==> config.mk <==
export PLATFORM = sky130hd
export DESIGN_NAME = tmirq_core
export DESIGN_NICKNAME = d
export VERILOG_FILES = /design/src/rtl/tmirq_pkg.sv /design/src/rtl/tmirq_core.sv
export VERILOG_INCLUDE_DIRS = /design/src /design/src/rtl
export SDC_FILE = /design/constraint.sdc
export NUM_CORES = 1
export LEC_CHECK = 0
export ABC_AREA = 1
export BUFFER_PORTS_ARGS = -buffer_cell sky130_fd_sc_hd__clkbuf_2
export CORE_UTILIZATION = 30
export DETAILED_ROUTE_END_ITERATION = 12
export GPL_TIMING_DRIVEN = 0
export RECOVER_POWER = 100
export SYNTH_ARGS = -nofsm -noshare
export SYNTH_HDL_FRONTEND = slang
export SYNTH_SLANG_ARGS = --single-unit
==> constraint.sdc <==
create_clock -name i_clk -period 3.1 [get_ports i_clk]
set_clock_uncertainty 0.15 [all_clocks]
set_input_delay 0.31 -clock i_clk [delete_from_list [all_inputs] [get_ports i_clk]]
set_output_delay 0.31 -clock i_clk [all_outputs]
set_load 0.05 [all_outputs]
==> src/rtl/tmirq_regs.svh <==
`ifndef TMIRQ_REGS_SVH
`define TMIRQ_REGS_SVH

// Register byte offsets: enable at 0x00 + 8*ch, status at 0x04 + 8*ch
`define TMIRQ_IER_BASE   8'h00
`define TMIRQ_SR_BASE    8'h04
`define TMIRQ_CH_STRIDE  8'h08
`define TMIRQ_ADDR_TOP   8'h2F

// Reset values
`define TMIRQ_IER_RESET  8'h40
`define TMIRQ_SR_RESET   8'hC0

// Field positions
`define TMIRQ_B_TRIG     7
`define TMIRQ_B_DIR      7
`define TMIRQ_B_RSV6     6
`define TMIRQ_B_UNF      5
`define TMIRQ_B_OVF      4
`define TMIRQ_B_GEND     3
`define TMIRQ_B_GENC     2
`define TMIRQ_B_GENB     1
`define TMIRQ_B_GENA     0

// Writable enable bits per channel kind (four-register vs two-register)
`define TMIRQ_IER_WMASK_4G 8'h9F
`define TMIRQ_IER_WMASK_2G 8'hB3
// Clearable flag bits per channel kind
`define TMIRQ_SR_FMASK_4G  8'h1F
`define TMIRQ_SR_FMASK_2G  8'h33

`endif

==> src/rtl/tmirq_pkg.sv <==
package tmirq_pkg;

  // Per-channel events from the counter and general-register datapath
  typedef struct packed {
    logic unf;   // Counter stepped 0x0000 -> 0xFFFF
    logic ovf;   // Counter wrapped 0xFFFF -> 0x0000
    logic gen_d; // Compare match or capture on general register D
    logic gen_c; // Compare match or capture on general register C
    logic gen_b; // Compare match or capture on general register B
    logic gen_a; // Compare match or capture on general register A
  } tmirq_evt_t;

  // Per-channel interrupt request levels
  typedef struct packed {
    logic underflow_irq;
    logic overflow_irq;
    logic gen_d_irq;
    logic gen_c_irq;
    logic gen_b_irq;
    logic gen_a_irq;
  } tmirq_irq_t;

  typedef enum logic [1:0] {
    TMIRQ_WR_IDLE,
    TMIRQ_WR_RESP
  } tmirq_wr_st_t;

  typedef enum logic [1:0] {
    TMIRQ_RD_IDLE,
    TMIRQ_RD_RESP
  } tmirq_rd_st_t;

  // State of the block except the registered direction flags
  typedef struct packed {
    logic [5:0][7:0] ier;       // Enable registers
    logic [5:0][5:0] flag;      // unf,ovf,d,c,b,a flags
    logic [5:0][5:0] armed;     // Flag read as 1 since last set/clear
    logic [5:0]      adc_trig;  // One-cycle conversion start requests
    tmirq_wr_st_t    wst;
    tmirq_rd_st_t    rst;
    logic            aw_got;
    logic            w_got;
    logic [7:0]      awaddr;
    logic [7:0]      wdata;
    logic            wstrb0;
    logic [1:0]      bresp;
    logic [31:0]     rdata;
    logic [1:0]      rresp;
  } tmirq_state_t;

endpackage

==> src/rtl/tmirq_core.sv <==
// Functional notes
// - Six enable registers, reset and standby to 0x40
// - Enable bit 7 triggers conversion on A events
// - Bit 6 of both registers reads 1
// - Bit 5 gates underflow; reserved in ch0/3
// - Enable bit 4 gates overflow request
// - Bit 3 gates D event in ch0/3 only
// - Bit 2 gates C event in ch0/3 only
// - Enable bit 1 gates B event request
// - Enable bit 0 gates A event request
// - Six status registers, reset and standby to 0xC0
// - Flags clear by writing 0 after reading 1
// - Status bit 7 shows direction in ch1/2/4/5
// - Underflow flag sets on 0x0000 to 0xFFFF
// - Underflow clears by 0 after reading 1
// - Overflow flag sets on 0xFFFF to 0x0000
// - Overflow clears by 0 after reading 1
// - Status bit 3 flags D event in ch0/3
// - General flag sets on compare or capture
// - Transfer-controller service also clears general flags
`include "tmirq_regs.svh"

module tmirq_core
  import tmirq_pkg::*;
#(
  parameter int NCH = 6
) (
  input  wire logic              i_clk,
  input  wire logic              i_sys_rst,
  input  wire logic              i_ce,
  input  wire logic              i_hw_standby,
  // Events from the timer datapath, same clock
  input  wire tmirq_evt_t [5:0]  i_evt,
  input  wire logic       [5:0]  i_count_up,
  // Transfer controller service acknowledge per flag and its disable-select
  input  wire tmirq_evt_t [5:0]  i_xfer_ack,
  input  wire logic       [5:0]  i_xfer_disable_sel,
  // AXI4-Lite slave
  input  wire logic              s_axi_awvalid,
  output logic                   s_axi_awready,
  input  wire logic       [7:0]  s_axi_awaddr,
  input  wire logic              s_axi_wvalid,
  output logic                   s_axi_wready,
  input  wire logic       [31:0] s_axi_wdata,
  input  wire logic       [3:0]  s_axi_wstrb,
  output logic                   s_axi_bvalid,
  input  wire logic              s_axi_bready,
  output logic            [1:0]  s_axi_bresp,
  input  wire logic              s_axi_arvalid,
  output logic                   s_axi_arready,
  input  wire logic       [7:0]  s_axi_araddr,
  output logic                   s_axi_rvalid,
  input  wire logic              s_axi_rready,
  output logic            [31:0] s_axi_rdata,
  output logic            [1:0]  s_axi_rresp,
  // Requests
  output tmirq_irq_t      [5:0]  o_irq,
  output logic            [5:0]  o_adc_start
);

  // Channels 0 and 3 own four general registers
  function automatic logic four_gen(input int ch);
    return (ch == 0) || (ch == 3);
  endfunction

  // Enable bits that software may change in one channel; the rest are fixed
  function automatic logic [7:0] ier_wmask(input int ch);
    return four_gen(ch) ? `TMIRQ_IER_WMASK_4G : `TMIRQ_IER_WMASK_2G;
  endfunction

  // Flag bits that exist in one channel, in unf,ovf,d,c,b,a order
  function automatic logic [5:0] flag_mask(input int ch);
    logic [7:0] m;
    m = four_gen(ch) ? `TMIRQ_SR_FMASK_4G : `TMIRQ_SR_FMASK_2G;
    return m[5:0];
  endfunction

  // Event struct flattened into flag order; shared by events and services
  function automatic logic [5:0] evt_bits(input tmirq_evt_t e);
    return {e.unf, e.ovf, e.gen_d, e.gen_c, e.gen_b, e.gen_a};
  endfunction

  // Decode an address into channel, register select and validity
  function automatic logic [4:0] dec_addr(input logic [7:0] a);
    logic [2:0] ch;
    ch = 3'(a[7:3]);
    dec_addr = {(a[1:0] == 2'b00) && (a <= `TMIRQ_ADDR_TOP), a[2], ch};
  endfunction

  // Status read value assembled from flags and fixed bits.
  // Bits that do not exist in a channel read as constants, so software
  // can treat every status register alike and mask what it needs.
  // Bit 6 is always 1; bit 7 is the live direction only where the
  // channel can count down, and a constant 1 elsewhere.
  // Status read value assembled from flags and fixed bits
  function automatic logic [7:0] sr_view(input int ch, input logic [5:0] f,
                                         input logic up);
    logic [7:0] v;
    v = 8'h00;
    v[`TMIRQ_B_RSV6] = 1'b1;
    v[`TMIRQ_B_OVF]  = f[4];
    v[`TMIRQ_B_GENB] = f[1];
    v[`TMIRQ_B_GENA] = f[0];
    if (four_gen(ch)) begin
      v[`TMIRQ_B_DIR]  = 1'b1;
      v[`TMIRQ_B_GEND] = f[3];
      v[`TMIRQ_B_GENC] = f[2];
    end else begin
      v[`TMIRQ_B_DIR] = up;
      v[`TMIRQ_B_UNF] = f[5];
    end
    return v;
  endfunction

  tmirq_state_t s_q;
  tmirq_state_t s_d;
  logic [5:0]   up_q;

  // Direction flag is live datapath state; register it for reads.
  // The one-cycle lag only matters to a read racing a direction change,
  // which software cannot order against the counter anyway.
  // Direction flag is live datapath state; register it for reads
  always_ff @(posedge i_clk) begin
    if (i_sys_rst || i_hw_standby) begin
      up_q <= '1;
    end else if (i_ce) begin
      up_q <= i_count_up;
    end
  end

  // Bus timing seen from the master:
  //  - write address and write data are taken in either order, each
  //    while its ready is high and nothing else is pending;
  //  - the write lands on the edge after both are held, and bvalid
  //    rises on that same edge;
  //  - bvalid and bresp stand until the edge that samples bready high;
  //  - a read is taken while arready is high; rvalid, rdata and rresp
  //    rise on the next edge and stand until rready is sampled high.
  // Ready outputs are gated by the clock enable, so no transfer is taken
  // in a frozen cycle and none can be lost.
  // Unmapped or unaligned addresses answer with a slave error and touch
  // nothing; a write without byte lane 0 is accepted and ignored.

  // Next-state logic: bus handshakes, register writes, flag set and clear
  always_comb begin
    logic [5:0] xa;
    logic [4:0] wd;
    logic [4:0] rd;
    logic       do_wr;
    logic       do_rd;
    logic [5:0] evv;
    logic [5:0] clr;
    logic [7:0] wm;
    logic [5:0] fm;
    wd    = dec_addr(s_q.awaddr);
    rd    = dec_addr(s_axi_araddr);
    do_wr = 1'b0;
    do_rd = 1'b0;
    evv   = '0;
    clr   = '0;
    wm    = '0;
    fm    = '0;
    xa    = '0;
    s_d   = s_q;
    s_d.adc_trig = '0;

    // Write address and data captured in either order
    if (s_axi_awvalid && s_axi_awready) begin
      s_d.aw_got = 1'b1;
      s_d.awaddr = s_axi_awaddr;
    end
    if (s_axi_wvalid && s_axi_wready) begin
      s_d.w_got  = 1'b1;
      s_d.wdata  = s_axi_wdata[7:0];
      s_d.wstrb0 = s_axi_wstrb[0];
    end
    unique case (s_q.wst)
      TMIRQ_WR_IDLE: begin
        if (s_q.aw_got && s_q.w_got) begin
          do_wr      = s_q.wstrb0 && wd[4];
          s_d.bresp  = wd[4] ? 2'b00 : 2'b10;
          s_d.wst    = TMIRQ_WR_RESP;
          s_d.aw_got = 1'b0;
          s_d.w_got  = 1'b0;
        end
      end
      TMIRQ_WR_RESP: begin
        if (s_axi_bready) begin
          s_d.wst = TMIRQ_WR_IDLE;
        end
      end
      default: s_d.wst = TMIRQ_WR_IDLE;
    endcase

    // Read: one-cycle decode, registered data.
    // The read data register is loaded in the cycle the address is taken
    // and then held, so a slow rready sees a stable word. A status read
    // also arms the clear of every flag it returned as 1.
    // Read: one-cycle decode, registered data
    unique case (s_q.rst)
      TMIRQ_RD_IDLE: begin
        if (s_axi_arvalid) begin
          do_rd     = rd[4];
          s_d.rresp = rd[4] ? 2'b00 : 2'b10;
          s_d.rdata = '0;
          s_d.rst   = TMIRQ_RD_RESP;
        end
      end
      TMIRQ_RD_RESP: begin
        if (s_axi_rready) begin
          s_d.rst = TMIRQ_RD_IDLE;
        end
      end
      default: s_d.rst = TMIRQ_RD_IDLE;
    endcase

    // Per-channel flag protocol:
    //  - an event pulse sets its flag on the next edge;
    //  - a status read returning 1 arms that flag's clear;
    //  - a later 0 written to an armed flag clears it; a 1 does nothing;
    //  - a fresh set disarms, so a clear cannot swallow an event that
    //    software has not yet seen;
    //  - a transfer-controller service clears a general flag directly,
    //    unless its disable-select is high;
    //  - when a set and a clear meet in one cycle the set wins.
    // Events for flags that do not exist in a channel are masked off.
    for (int ch = 0; ch < NCH; ch++) begin
      wm  = ier_wmask(ch);
      fm  = flag_mask(ch);
      evv = evt_bits(i_evt[ch]) & fm;
      xa  = evt_bits(i_xfer_ack[ch]);
      clr = '0;
      // Reading a flag as 1 arms its clear
      if (do_rd && rd[2:0] == 3'(ch)) begin
        if (rd[3]) begin
          s_d.rdata = {24'h000000, sr_view(ch, s_q.flag[ch], up_q[ch])};
          s_d.armed[ch] = s_q.armed[ch] | s_q.flag[ch];
        end else begin
          s_d.rdata = {24'h000000, s_q.ier[ch] | `TMIRQ_IER_RESET};
        end
      end
      if (do_wr && wd[2:0] == 3'(ch)) begin
        if (wd[3]) begin
          // Zero written to an armed flag clears it; one leaves it alone
          clr = ~{s_q.wdata[`TMIRQ_B_UNF], s_q.wdata[`TMIRQ_B_OVF],
                  s_q.wdata[3:0]} & s_q.armed[ch] & fm;
        end else begin
          s_d.ier[ch] = (s_q.wdata & wm) | `TMIRQ_IER_RESET;
        end
      end
      // Transfer controller service clears general flags when not disabled
      if (!i_xfer_disable_sel[ch]) begin
        clr[3:0] = clr[3:0] | (xa[3:0] & fm[3:0]);
      end
      // Set wins over clear in the same cycle
      s_d.flag[ch]  = (s_q.flag[ch] & ~clr) | evv;
      s_d.armed[ch] = s_d.armed[ch] & ~clr & ~evv;
      s_d.adc_trig[ch] = s_q.ier[ch][`TMIRQ_B_TRIG] && i_evt[ch].gen_a;
    end
  end

  // State register; reset and standby load the reset values.
  // Both act regardless of the clock enable, so a frozen block still
  // comes out of reset or standby clean. Flags and arms clear to 0,
  // which with the fixed bits gives status 0xC0; enables load 0x40.
  // Any pending bus response is dropped; the master must not keep a
  // transfer open across reset.
  always_ff @(posedge i_clk) begin
    if (i_sys_rst || i_hw_standby) begin
      s_q       <= '0;
      for (int ch = 0; ch < NCH; ch++) begin
        s_q.ier[ch] <= `TMIRQ_IER_RESET;
      end
      s_q.wst   <= TMIRQ_WR_IDLE;
      s_q.rst   <= TMIRQ_RD_IDLE;
    end else if (i_ce) begin
      s_q <= s_d;
    end
  end

  // Bus handshake outputs.
  // Ready signals are combinational from state and the clock enable;
  // valid, data and response signals all come straight from flip-flops.
  // Address and data readies drop as soon as their half is held, which
  // keeps the master from offering a second write before the first ends.
  // The conversion start is a one-cycle registered pulse, one cycle
  // after the general register A event that caused it.
  // Bus handshake outputs
  assign s_axi_awready = !s_q.aw_got && (s_q.wst == TMIRQ_WR_IDLE) && i_ce;
  assign s_axi_wready  = !s_q.w_got && (s_q.wst == TMIRQ_WR_IDLE) && i_ce;
  assign s_axi_bvalid  = (s_q.wst == TMIRQ_WR_RESP);
  assign s_axi_bresp   = s_q.bresp;
  assign s_axi_arready = (s_q.rst == TMIRQ_RD_IDLE) && i_ce;
  assign s_axi_rvalid  = (s_q.rst == TMIRQ_RD_RESP);
  assign s_axi_rdata   = s_q.rdata;
  assign s_axi_rresp   = s_q.rresp;
  assign o_adc_start   = s_q.adc_trig;

  // Request levels: flag AND enable.
  // These are levels, not pulses: a request stands while both bits are 1
  // and drops on the edge that clears either, so the interrupt side needs
  // no edge detection. Bits absent in a channel are held at 0 in both
  // registers, so their requests can never rise.
  // Request levels: flag AND enable
  generate
    for (genvar g = 0; g < NCH; g++) begin : g_irq
      assign o_irq[g].underflow_irq = s_q.flag[g][5] && s_q.ier[g][`TMIRQ_B_UNF];
      assign o_irq[g].overflow_irq  = s_q.flag[g][4] && s_q.ier[g][`TMIRQ_B_OVF];
      assign o_irq[g].gen_d_irq     = s_q.flag[g][3] && s_q.ier[g][`TMIRQ_B_GEND];
      assign o_irq[g].gen_c_irq     = s_q.flag[g][2] && s_q.ier[g][`TMIRQ_B_GENC];
      assign o_irq[g].gen_b_irq     = s_q.flag[g][1] && s_q.ier[g][`TMIRQ_B_GENB];
      assign o_irq[g].gen_a_irq     = s_q.flag[g][0] && s_q.ier[g][`TMIRQ_B_GENA];
    end
  endgenerate

endmodule // tmirq_core

==> results of run 1 <==
-- synthesized netlist by cell type (5+ instances only) --
| master | number |
|---|---|
| nand2_1 | 259 |
| dfxtp_1 | 124 |
| a21oi_1 | 120 |
| inv_1 | 117 |
| nor2_1 | 84 |
| buf_4 | 53 |
| o21ai_0 | 51 |
| nand3_1 | 44 |
| o21ai_1 | 32 |
| nand4_1 | 31 |
| clkbuf_1 | 25 |
| inv_2 | 10 |
| buf_2 | 9 |
| nor3_1 | 7 |
| nor2_2 | 6 |
| o211ai_1 | 6 |
| a21boi_0 | 5 |
| buf_1 | 5 |
-- path summary, 6_finish.rpt --
check	end	start	slack, ps
setup reg to reg	s_q[162]	s_q[54]	290
setup / recovery	s_axi_arready	i_ce	210
hold reg to reg	s_q[76]	s_q[76]	300
hold / removal	s_q[47]	s_axi_awaddr[2]	2
-- cells by family after synthesis --
| family | count (synthesis) | synth area share |
|---|---|---|
| compound gates | 220 | 0.1705 |
| buf+inv | 223 | 0.1578 |
| other cells | 1 | 0.0005597 |
| flops | 124 | 0.3705 |
| simple gates | 454 | 0.3007 |
-- state kept, by name (all words and copies together) (netlist names) --
signal / flops
s_q: 104
s_axi_rdata: 8
s_axi_rresp: 1
s_axi_bresp: 1
o_adc_start: 6
up_q: 4
-- power by group --
group	switching (mW)	internal, mW	leakage [nW]	total [mW]
clock network	0.792	1.34	0.303	2.13
logic	0.377	0.150	2.43	0.528
registers	0.0247	1.62	1.00	1.65
total	1.19	3.11	3.73	4.31
-- routing by layer --
layer,wire length [um],vias up
li1,-,3612
met1,10910,3382
met2,11840,425
met3,2646,51
met4,767,0
met5,0,-
-- critical path: cells and delay by family --
| family | cells | cell delay (ps) |
|---|---|---|
| buffers and inverters | 5 | 2020 |
| AND/OR/NAND/NOR | 1 | 80 |
-- through the flow --
step / worst slack, ps / hold WS [ps] / area (um^2) / total power, mW
2_1_floorplan: 657.4 / 272.6 / 6832 / 2.007
3_3_place_gp: 431.9 / 280.9 / 7828 / 2.186
3_5_place_dp: 426.0 / 288.6 / 7828 / 2.188
4_1_cts: 425.8 / 0.8413 / 8612 / 4.319
5_1_grt: 194.3 / 8.082 / 8501 / 4.423
6_report: 208.9 / 2.413 / 8501 / 4.309
-- cells in the final DEF, fill, tap and decap left out, types with 3 or more instances in the layout --
cell,n
o22ai_1,3
nor3_2,3
clkinv_2,4
a21boi_0,5
inv_1,119
nor2_1,87
clkinv_4,5
o211ai_1,6
dlygate4sd3_1,16
nand2_1,261
o21ai_1,15
inv_2,7
nand4_1,31
clkbuf_2,83
clkinv_1,3
nand3_1,46
nor3_1,8
dfxtp_1,124
bufinv_16,4
clkbuf_16,17
buf_4,53
nor2_2,6
o21ai_0,68
a21oi_1,120
clkbuf_1,78
conb_1,36
buf_2,5
-- layout make-up --
class	instances	area, um^2	share of cell area
well taps	280	350.3	0.04121
plain buffers	93	561.8	0.06609
flip-flops and latches	124	2482	0.2920
clock buffers	17	425.4	0.05004
repair buffers	145	748.2	0.08802
multi-input cells	710	3243	0.3815
inverters	130	490.5	0.05770
clock inverters	15	198.9	0.02340
==> impl_metrics.json, run 1 <==
{
  "layout.nets": 1366,
  "synthCells": 1022,
  "rows": 54,
  "grt_busiest_layer": "met2",
  "power_density_nw_per_um2": 506.9,
  "grt_pass1_vias": 6669,
  "grt_usage": 0.2309,
  "grt_max_degree": 17,
  "setup_viol_count_final": 0,
  "critPathKind": "primary input to output port",
  "crit_arrival_ps": 2430,
  "synth.ff_latch_count": 124,
  "via_count": 7470,
  "cts-root-buf": "clkbuf_16",
  "worstSetupStartpointType": "primary input",
  "postCtsHoldBufs": 16,
  "clkTransAtPathRegs_ps": 60,
  "grt_pass1_wl_um": 38050,
  "crit_fanout": 10,
  "final_antenna_net_count": 0,
  "dp.cells": 1466,
  "cts_made_buffers": 17,
  "synthArstFlopShare": 0,
  "fin_tns_setup_ps": 0,
  "grt_util_met2": 0.3621,
  "h-tree-depth": 4,
  "clk_latency_ps": 430,
  "synth_top_area_share": 0.3705,
  "period_needed_ps": 2891,
  "cts_post_setup_buffers_inserted": 0,
  "crit_chain": "buf_4 -> inv_1 -> clkbuf_1 -> clkbuf_1 -> nor2_1 -> clkbuf_2",
  "outcome": "finished, final reports clean",
  "drc": 0,
  "cpMostUsedCell": "clkbuf_1",
  "min_period_over_period": 0.9326,
  "port_buffers": 129,
  "ys.flop_type": "dfxtp_1",
  "seq_area_frac_synth": 0.3705,
  "first_pass_iters": 6,
  "vias_per_cell": 4.934,
  "finalNonFillerCells": 1514,
  "relSlewSlack": 0.1416,
  "ys_warn_count": 0,
  "totalWireLength_um": 26160,
  "antenna_found_initial": 0,
  "post_drt_wl_per_cell_um": 17.28,
  "cp_data_required_time_ps": 2640,
  "max_stage_delay_ps": 630,
  "core_um2": 21890,
  "overflow": 0,
  "grt_setup_unrepaired": "no",
  "hold_depth": 3,
  "yosys.area.top_type": "dfxtp_1",
  "drtIter0Drc": 726,
  "diodes": 0,
  "hp-class": "primary input to flop",
  "cts_tree": "yes",
  "r2r_cells": 8,
  "syn2layout_area_growth_pct": 26.87,
  "syn_area_um2": 6700,
  "clock_sinks": 124,
  "grtUsageMet1": 0.3039,
  "critPathCaptureType": "output port",
  "grtUsageMet3": 0.04729,
  "drive_above_1_share": 0.1613,
  "post_cts_resized": 0,
  "synth_cell_types": 34,
  "slowest_stage": "clkbuf_1",
  "synth_edf_count": 0,
  "synth.area.top_cells": "dfxtp_1 37%, nand2_1 15%, a21oi_1 9.0%",
  "final_util": 0.3883,
  "die_w_um": 151.4,
  "dpl.hpwl_um": 19320,
  "gp_congestion": 0.9459,
  "syn_avg_cell_area_um2": 6.556,
  "cap_violations": 0,
  "ios": 228,
  "die_h_um": 151.4,
  "start_util": 0.3061,
  "dieArea_um2": 22940,
  "tightest_slew_ps": 1278,
  "p_leak_nw": 3.735,
  "slew_violations": 0,
  "cts_buffer_depth": 2,
  "vdd.ir_drop.worst_v": 0.0003908,
  "finalHoldViolCount": 0,
  "fill_cells": 2466,
  "fmax_mhz": 345.9
}
Note: power is estimated with default switching activity, not from simulation.
==> run 2: changes to the inputs <==
- CORE_MARGIN: unset -> 2
==> impl_metrics.json, run 2 (synthesis results as in run 1) <==
{
  "hp-class": "primary input to flop",
  "power_density_nw_per_um2": 492.5,
  "fin_tns_setup_ps": 0,
  "critPathKind": "flop to flop",
  "cts_tree": "yes",
  "min_period_over_period": 0.9167,
  "cp.depth": 8,
  "max_stage_delay_ps": 910,
  "clkTransAtPathRegs_ps": 60,
  "cts_made_buffers": 17,
  "critPathCaptureType": "flop",
  "vdd.ir_drop.worst_v": 0.0003701,
  "path_delay_family": "simple AND/OR/NAND/NOR gates",
  "crit_fanout": 7,
  "cts-root-buf": "clkbuf_16",
  "placed_cell_area_um2": 7828,
  "dp.cells": 1466,
  "relSlewSlack": 0.1998,
  "cap_violations": 0,
  "dpl.hpwl_um": 19610,
  "final_antenna_net_count": 0,
  "core_um2": 21890,
  "clock_sinks": 124,
  "dieArea_um2": 23550,
  "worstReg2RegStart": "s_q[53]",
  "antenna_found_initial": 0,
  "diodes": 0,
  "finalNonFillerCells": 1514,
  "die_w_um": 153.4,
  "r2r_cells": 8,
  "post_cts_resized": 0,
  "finalHoldViolCount": 0,
  "place_ws_ps": 426.0,
  "period_needed_ps": 2842,
  "drtIter0Drc": 735,
  "p_leak_nw": 3.687,
  "drc": 0,
  "setup_ws_ps": 258.4,
  "first_pass_iters": 5,
  "layout_commonest_cell": "nand2_1",
  "startpoint": "s_q[53]",
  "grt_pass1_wl_um": 38290,
  "totalWireLength_um": 26040,
  "cts_buffer_depth": 2,
  "overflow": 0,
  "slew_violations": 0,
  "start_util": 0.3061,
  "port_buffers": 129,
  "hold_depth": 3,
  "slowest_stage": "nor3_1",
  "finalPower_mw": 4.163,
  "hold_start": "s_axi_wvalid",
  "post_drt_wl_per_cell_um": 17.20,
  "layout.nets": 1367,
  "via_count": 7443,
  "outcome": "finished, final reports clean",
  "fmax_mhz": 351.9,
  "vias_per_cell": 4.916,
  "clk_latency_ps": 430,
  "layout_common_cells": "261 x nand2_1, 124 x dfxtp_1, 120 x a21oi_1",
  "grt_usage": 0.2156,
  "grt_setup_unrepaired": "no",
  "final_area_um2": 8452,
  "regMostFlops": "s_q",
  "ios": 228,
  "grt_max_degree": 17,
  "rows": 54,
  "die_h_um": 153.4,
  "gp_congestion": 0.9670,
  "grt_pass1_vias": 6733,
  "fill_cells": 2417,
  "syn2layout_area_growth_pct": 26.14,
  "tightest_slew_ps": 1191,
  "cp_data_required_time_ps": 3300,
  "worstSetupStartpointType": "flop",
  "drive_above_1_share": 0.1572,
  "setup_viol_count_final": 0,
  "crit_buf_inv": 2,
  "h-tree-depth": 4,
  "crit_chain": "nand2_1 -> nor3_1 -> nand2_4 -> clkinvlp_2 -> nand3_1 -> inv_1 -> nand2_1 -> a21oi_1",
  "cpMostUsedCell": "nand2_1",
  "crit_arrival_ps": 3040,
  "largest_reg_flops": 104
}
-- run 2: metrics by stage --
step | hold WS (ps) | util
floorplan | 272.6 | -
global placement | 282.3 | 0.3576
detailed placement | 292.2 | 0.3576
CTS | 0.2057 | 0.3918
global route | 16.18 | 0.3861
finish | 6.864 | 0.3861
-- run 2: worst paths after layout --
| check | end | slack (ps) |
|---|---|---|
| min | s_q[53] | 7 |
| min reg2reg | s_q[76] | 300 |
| max | s_q[160] | 260 |
| max reg2reg | s_q[160] | 260 |
-- run 2: power breakdown --
| group | leakage [nW] | internal (mW) | switching (mW) |
|---|---|---|---|
| registers | 1.00 | 1.62 | 0.0243 |
| clock network | 0.286 | 1.26 | 0.730 |
| logic | 2.40 | 0.150 | 0.378 |
-- run 2: worst reg2reg max path: stages (launching register included) --
cell and delay (ps):
dfxtp_1 350, nand2_1 80, nor3_1 910, nand2_4 180, clkinvlp_2 360, nand3_1 290
inv_1 240, nand2_1 70, a21oi_1 130
-- run 2: what timing repair did --
action	4_1_cts	5_1_grt
buffers inserted	0	0
hold buffers	17	0
hold endpoints to repair	17	0
endpoints found under the setup margin	0	0
-- run 2: area by class of cell --
class	count	area, um^2	area share
clock buffer	24	491.7	0.05818
buffer	93	555.5	0.06573
clock inverter	7	87.58	0.01036
timing repair buffer	146	758.2	0.08971
inverter	130	489.2	0.05788
sequential	124	2482	0.2937
tap	280	350.3	0.04145
multi-input combinational	710	3237	0.3830
-- run 2: metal layers --
metal | part of all wire | track usage
met1 | 0.41 | 0.2856
met2 | 0.45 | 0.3461
met3 | 0.098 | 0.04054
met4 | 0.034 | 0.08737
met5 | 0 | 0
==> run 3: changes to the inputs <==
- REMOVE_ABC_BUFFERS: unset -> 1
==> impl_metrics.json, run 3 (synthesis results as in run 1) <==
{
  "grtUsageMet3": 0.04536,
  "multiInputGateArea_um2": 3266,
  "worstReg2RegStart": "s_q[54]",
  "drtIter0Drc": 504,
  "cts_tree": "yes",
  "finalHoldViolCount": 0,
  "cp_data_required_time_ps": 3290,
  "relSlewSlack": -0.04719,
  "grt_setup_unrepaired": "no",
  "placed_cell_area_um2": 7322,
  "totalWireLength_um": 21720,
  "startpoint": "s_q[54]",
  "die_w_um": 153.4,
  "setup_viol_count_final": 0,
  "fill_cells": 2451,
  "crit_arrival_ps": 3170,
  "setup_ws_ps": 123.6,
  "h-tree-depth": 4,
  "final_util": 0.3641,
  "rr_endpoint": "s_q[152]",
  "port_buffers": 131,
  "rows": 54,
  "hold_end": "s_q[132]",
  "first_pass_iters": 7,
  "crit_fanout": 16,
  "fmax_mhz": 336.0,
  "slew_violations": 17,
  "finalNonFillerCells": 1428,
  "syn2layout_area_growth_pct": 18.95,
  "worstSetupStartpointType": "flop",
  "grt_pass1_wl_um": 33710,
  "period_needed_ps": 2976,
  "drc": 0,
  "post_drt_wl_per_cell_um": 15.21,
  "antenna_found_initial": 0,
  "critPathCaptureType": "flop",
  "die_h_um": 153.4,
  "diodes": 0,
  "layout.nets": 1283,
  "core_um2": 21890,
  "dpl.hpwl_um": 15450,
  "start_util": 0.3061,
  "p_leak_nw": 3.384,
  "overflow": 0,
  "grt_pass1_vias": 6371,
  "tightest_slew_ps": 1562,
  "layout_common_cells": "261 x nand2_1, 124 x dfxtp_1, 120 x a21oi_1",
  "clock_sinks": 124,
  "final_area_um2": 7970,
  "regMostFlops": "s_q",
  "ios": 228,
  "hold_depth": 3,
  "outcome": "finished, violations left",
  "cts_made_buffers": 17,
  "vias_per_cell": 4.727,
  "place_ws_ps": -522.0,
  "violations": "capacitance limit, slew limit",
  "cap_violations": 1,
  "grt_busiest_layer": "met2",
  "drive_above_1_share": 0.1246,
  "dieArea_um2": 23550,
  "ff2ff_setup_slack_ps": 120,
  "min_period_over_period": 0.9601,
  "dp.cells": 1377,
  "power_density_nw_per_um2": 492.1,
  "grt_util_met2": 0.2821,
  "largest_reg_flops": 104,
  "clk_latency_ps": 420,
  "cts_buffer_depth": 2,
  "hold_start": "i_evt[31]",
  "hp-class": "primary input to flop",
  "final_antenna_net_count": 0,
  "cts-root-buf": "clkbuf_16",
  "critPathKind": "flop to flop",
  "gp_congestion": 0.8458,
  "vdd.ir_drop.worst_v": 0.0003760,
  "seqCellArea_um2": 2482,
  "layout_commonest_cell": "nand2_1",
  "via_count": 6750,
  "grt_usage": 0.1835,
  "grtUsageMet1": 0.2434,
  "clkTransAtPathRegs_ps": 50,
  "grt_max_degree": 82,
  "r2r_cells": 8
}
## run 3: cell count changes in the layout (fill, tap and decap cells not counted), moves of 3 or more
cell / previous run / this run
buf_4: 52 / 1
clkbuf_1: 84 / 51
dlygate4sd3_1: 17 / 22
clkinv_2: 4 / 1
nor2_1: 87 / 84
nor2_4: 0 / 3
o21ai_0: 69 / 66
o21ai_1: 14 / 17
## run 3: where the power goes
group | switching, mW | internal (mW) | total (mW)
clock | 0.691 | 1.14 | 1.83
combinational | 0.332 | 0.116 | 0.448
sequential | 0.0239 | 1.62 | 1.65
## run 3: worst max-delay path by stage
| stage | end |
|---|---|
| after floorplan | s_q[77] |
| after global placement | s_q[78] |
| after detailed placement | s_q[42] |
| after CTS | s_q[42] |
| after global routing | s_q[152] |
| final | s_q[152] |
## run 3: cell type report
| class | instances | area share |
|---|---|---|
| Multi-Input combinational cell | 710 | 0.4097 |
| Clock buffer | 28 | 0.06609 |
| Sequential cell | 124 | 0.3115 |
| Inverter | 130 | 0.06201 |
| Tap cell | 280 | 0.04396 |
| Clock inverter | 1 | 0.0006279 |
| Timing Repair Buffer | 155 | 0.1061 |
## run 3: metal layers
metal,share of wire,up-vias
met5,0,-
met4,0.034,0
met3,0.069,50
met2,0.44,224
met1,0.46,3035
li1,-,3441
## run 3: through the flow
stage	power [mW]	TNS (ps)	hold WS, ps
5_1_grt	4.078	0	14.17
6_report	3.922	0	13.87
4_1_cts	3.947	0	2.259
3_5_place_dp	2.110	-12050	294.5
2_1_floorplan	1.940	-69820	249.4
3_3_place_gp	2.106	-365310	284.5
## run 3: critical path, stage by stage, from the launching register on
cell and delay (ps):
dfxtp_1 350, nand2_1 90, nor3_2 1160, nand2_4 190, nor2_1 200, nand2_1 140, nor2_2 350, o21ai_0 130
a21oi_1 140
## run 3: what timing repair did
| action | CTS | global route |
|---|---|---|
| gates resized for setup | 1 | 1 |
| endpoints found under the hold margin | 21 | 1 |
| hold buffers | 21 | 1 |
| buffers inserted | 0 | 0 |
| endpoints found under the setup margin | 3 | 1 |
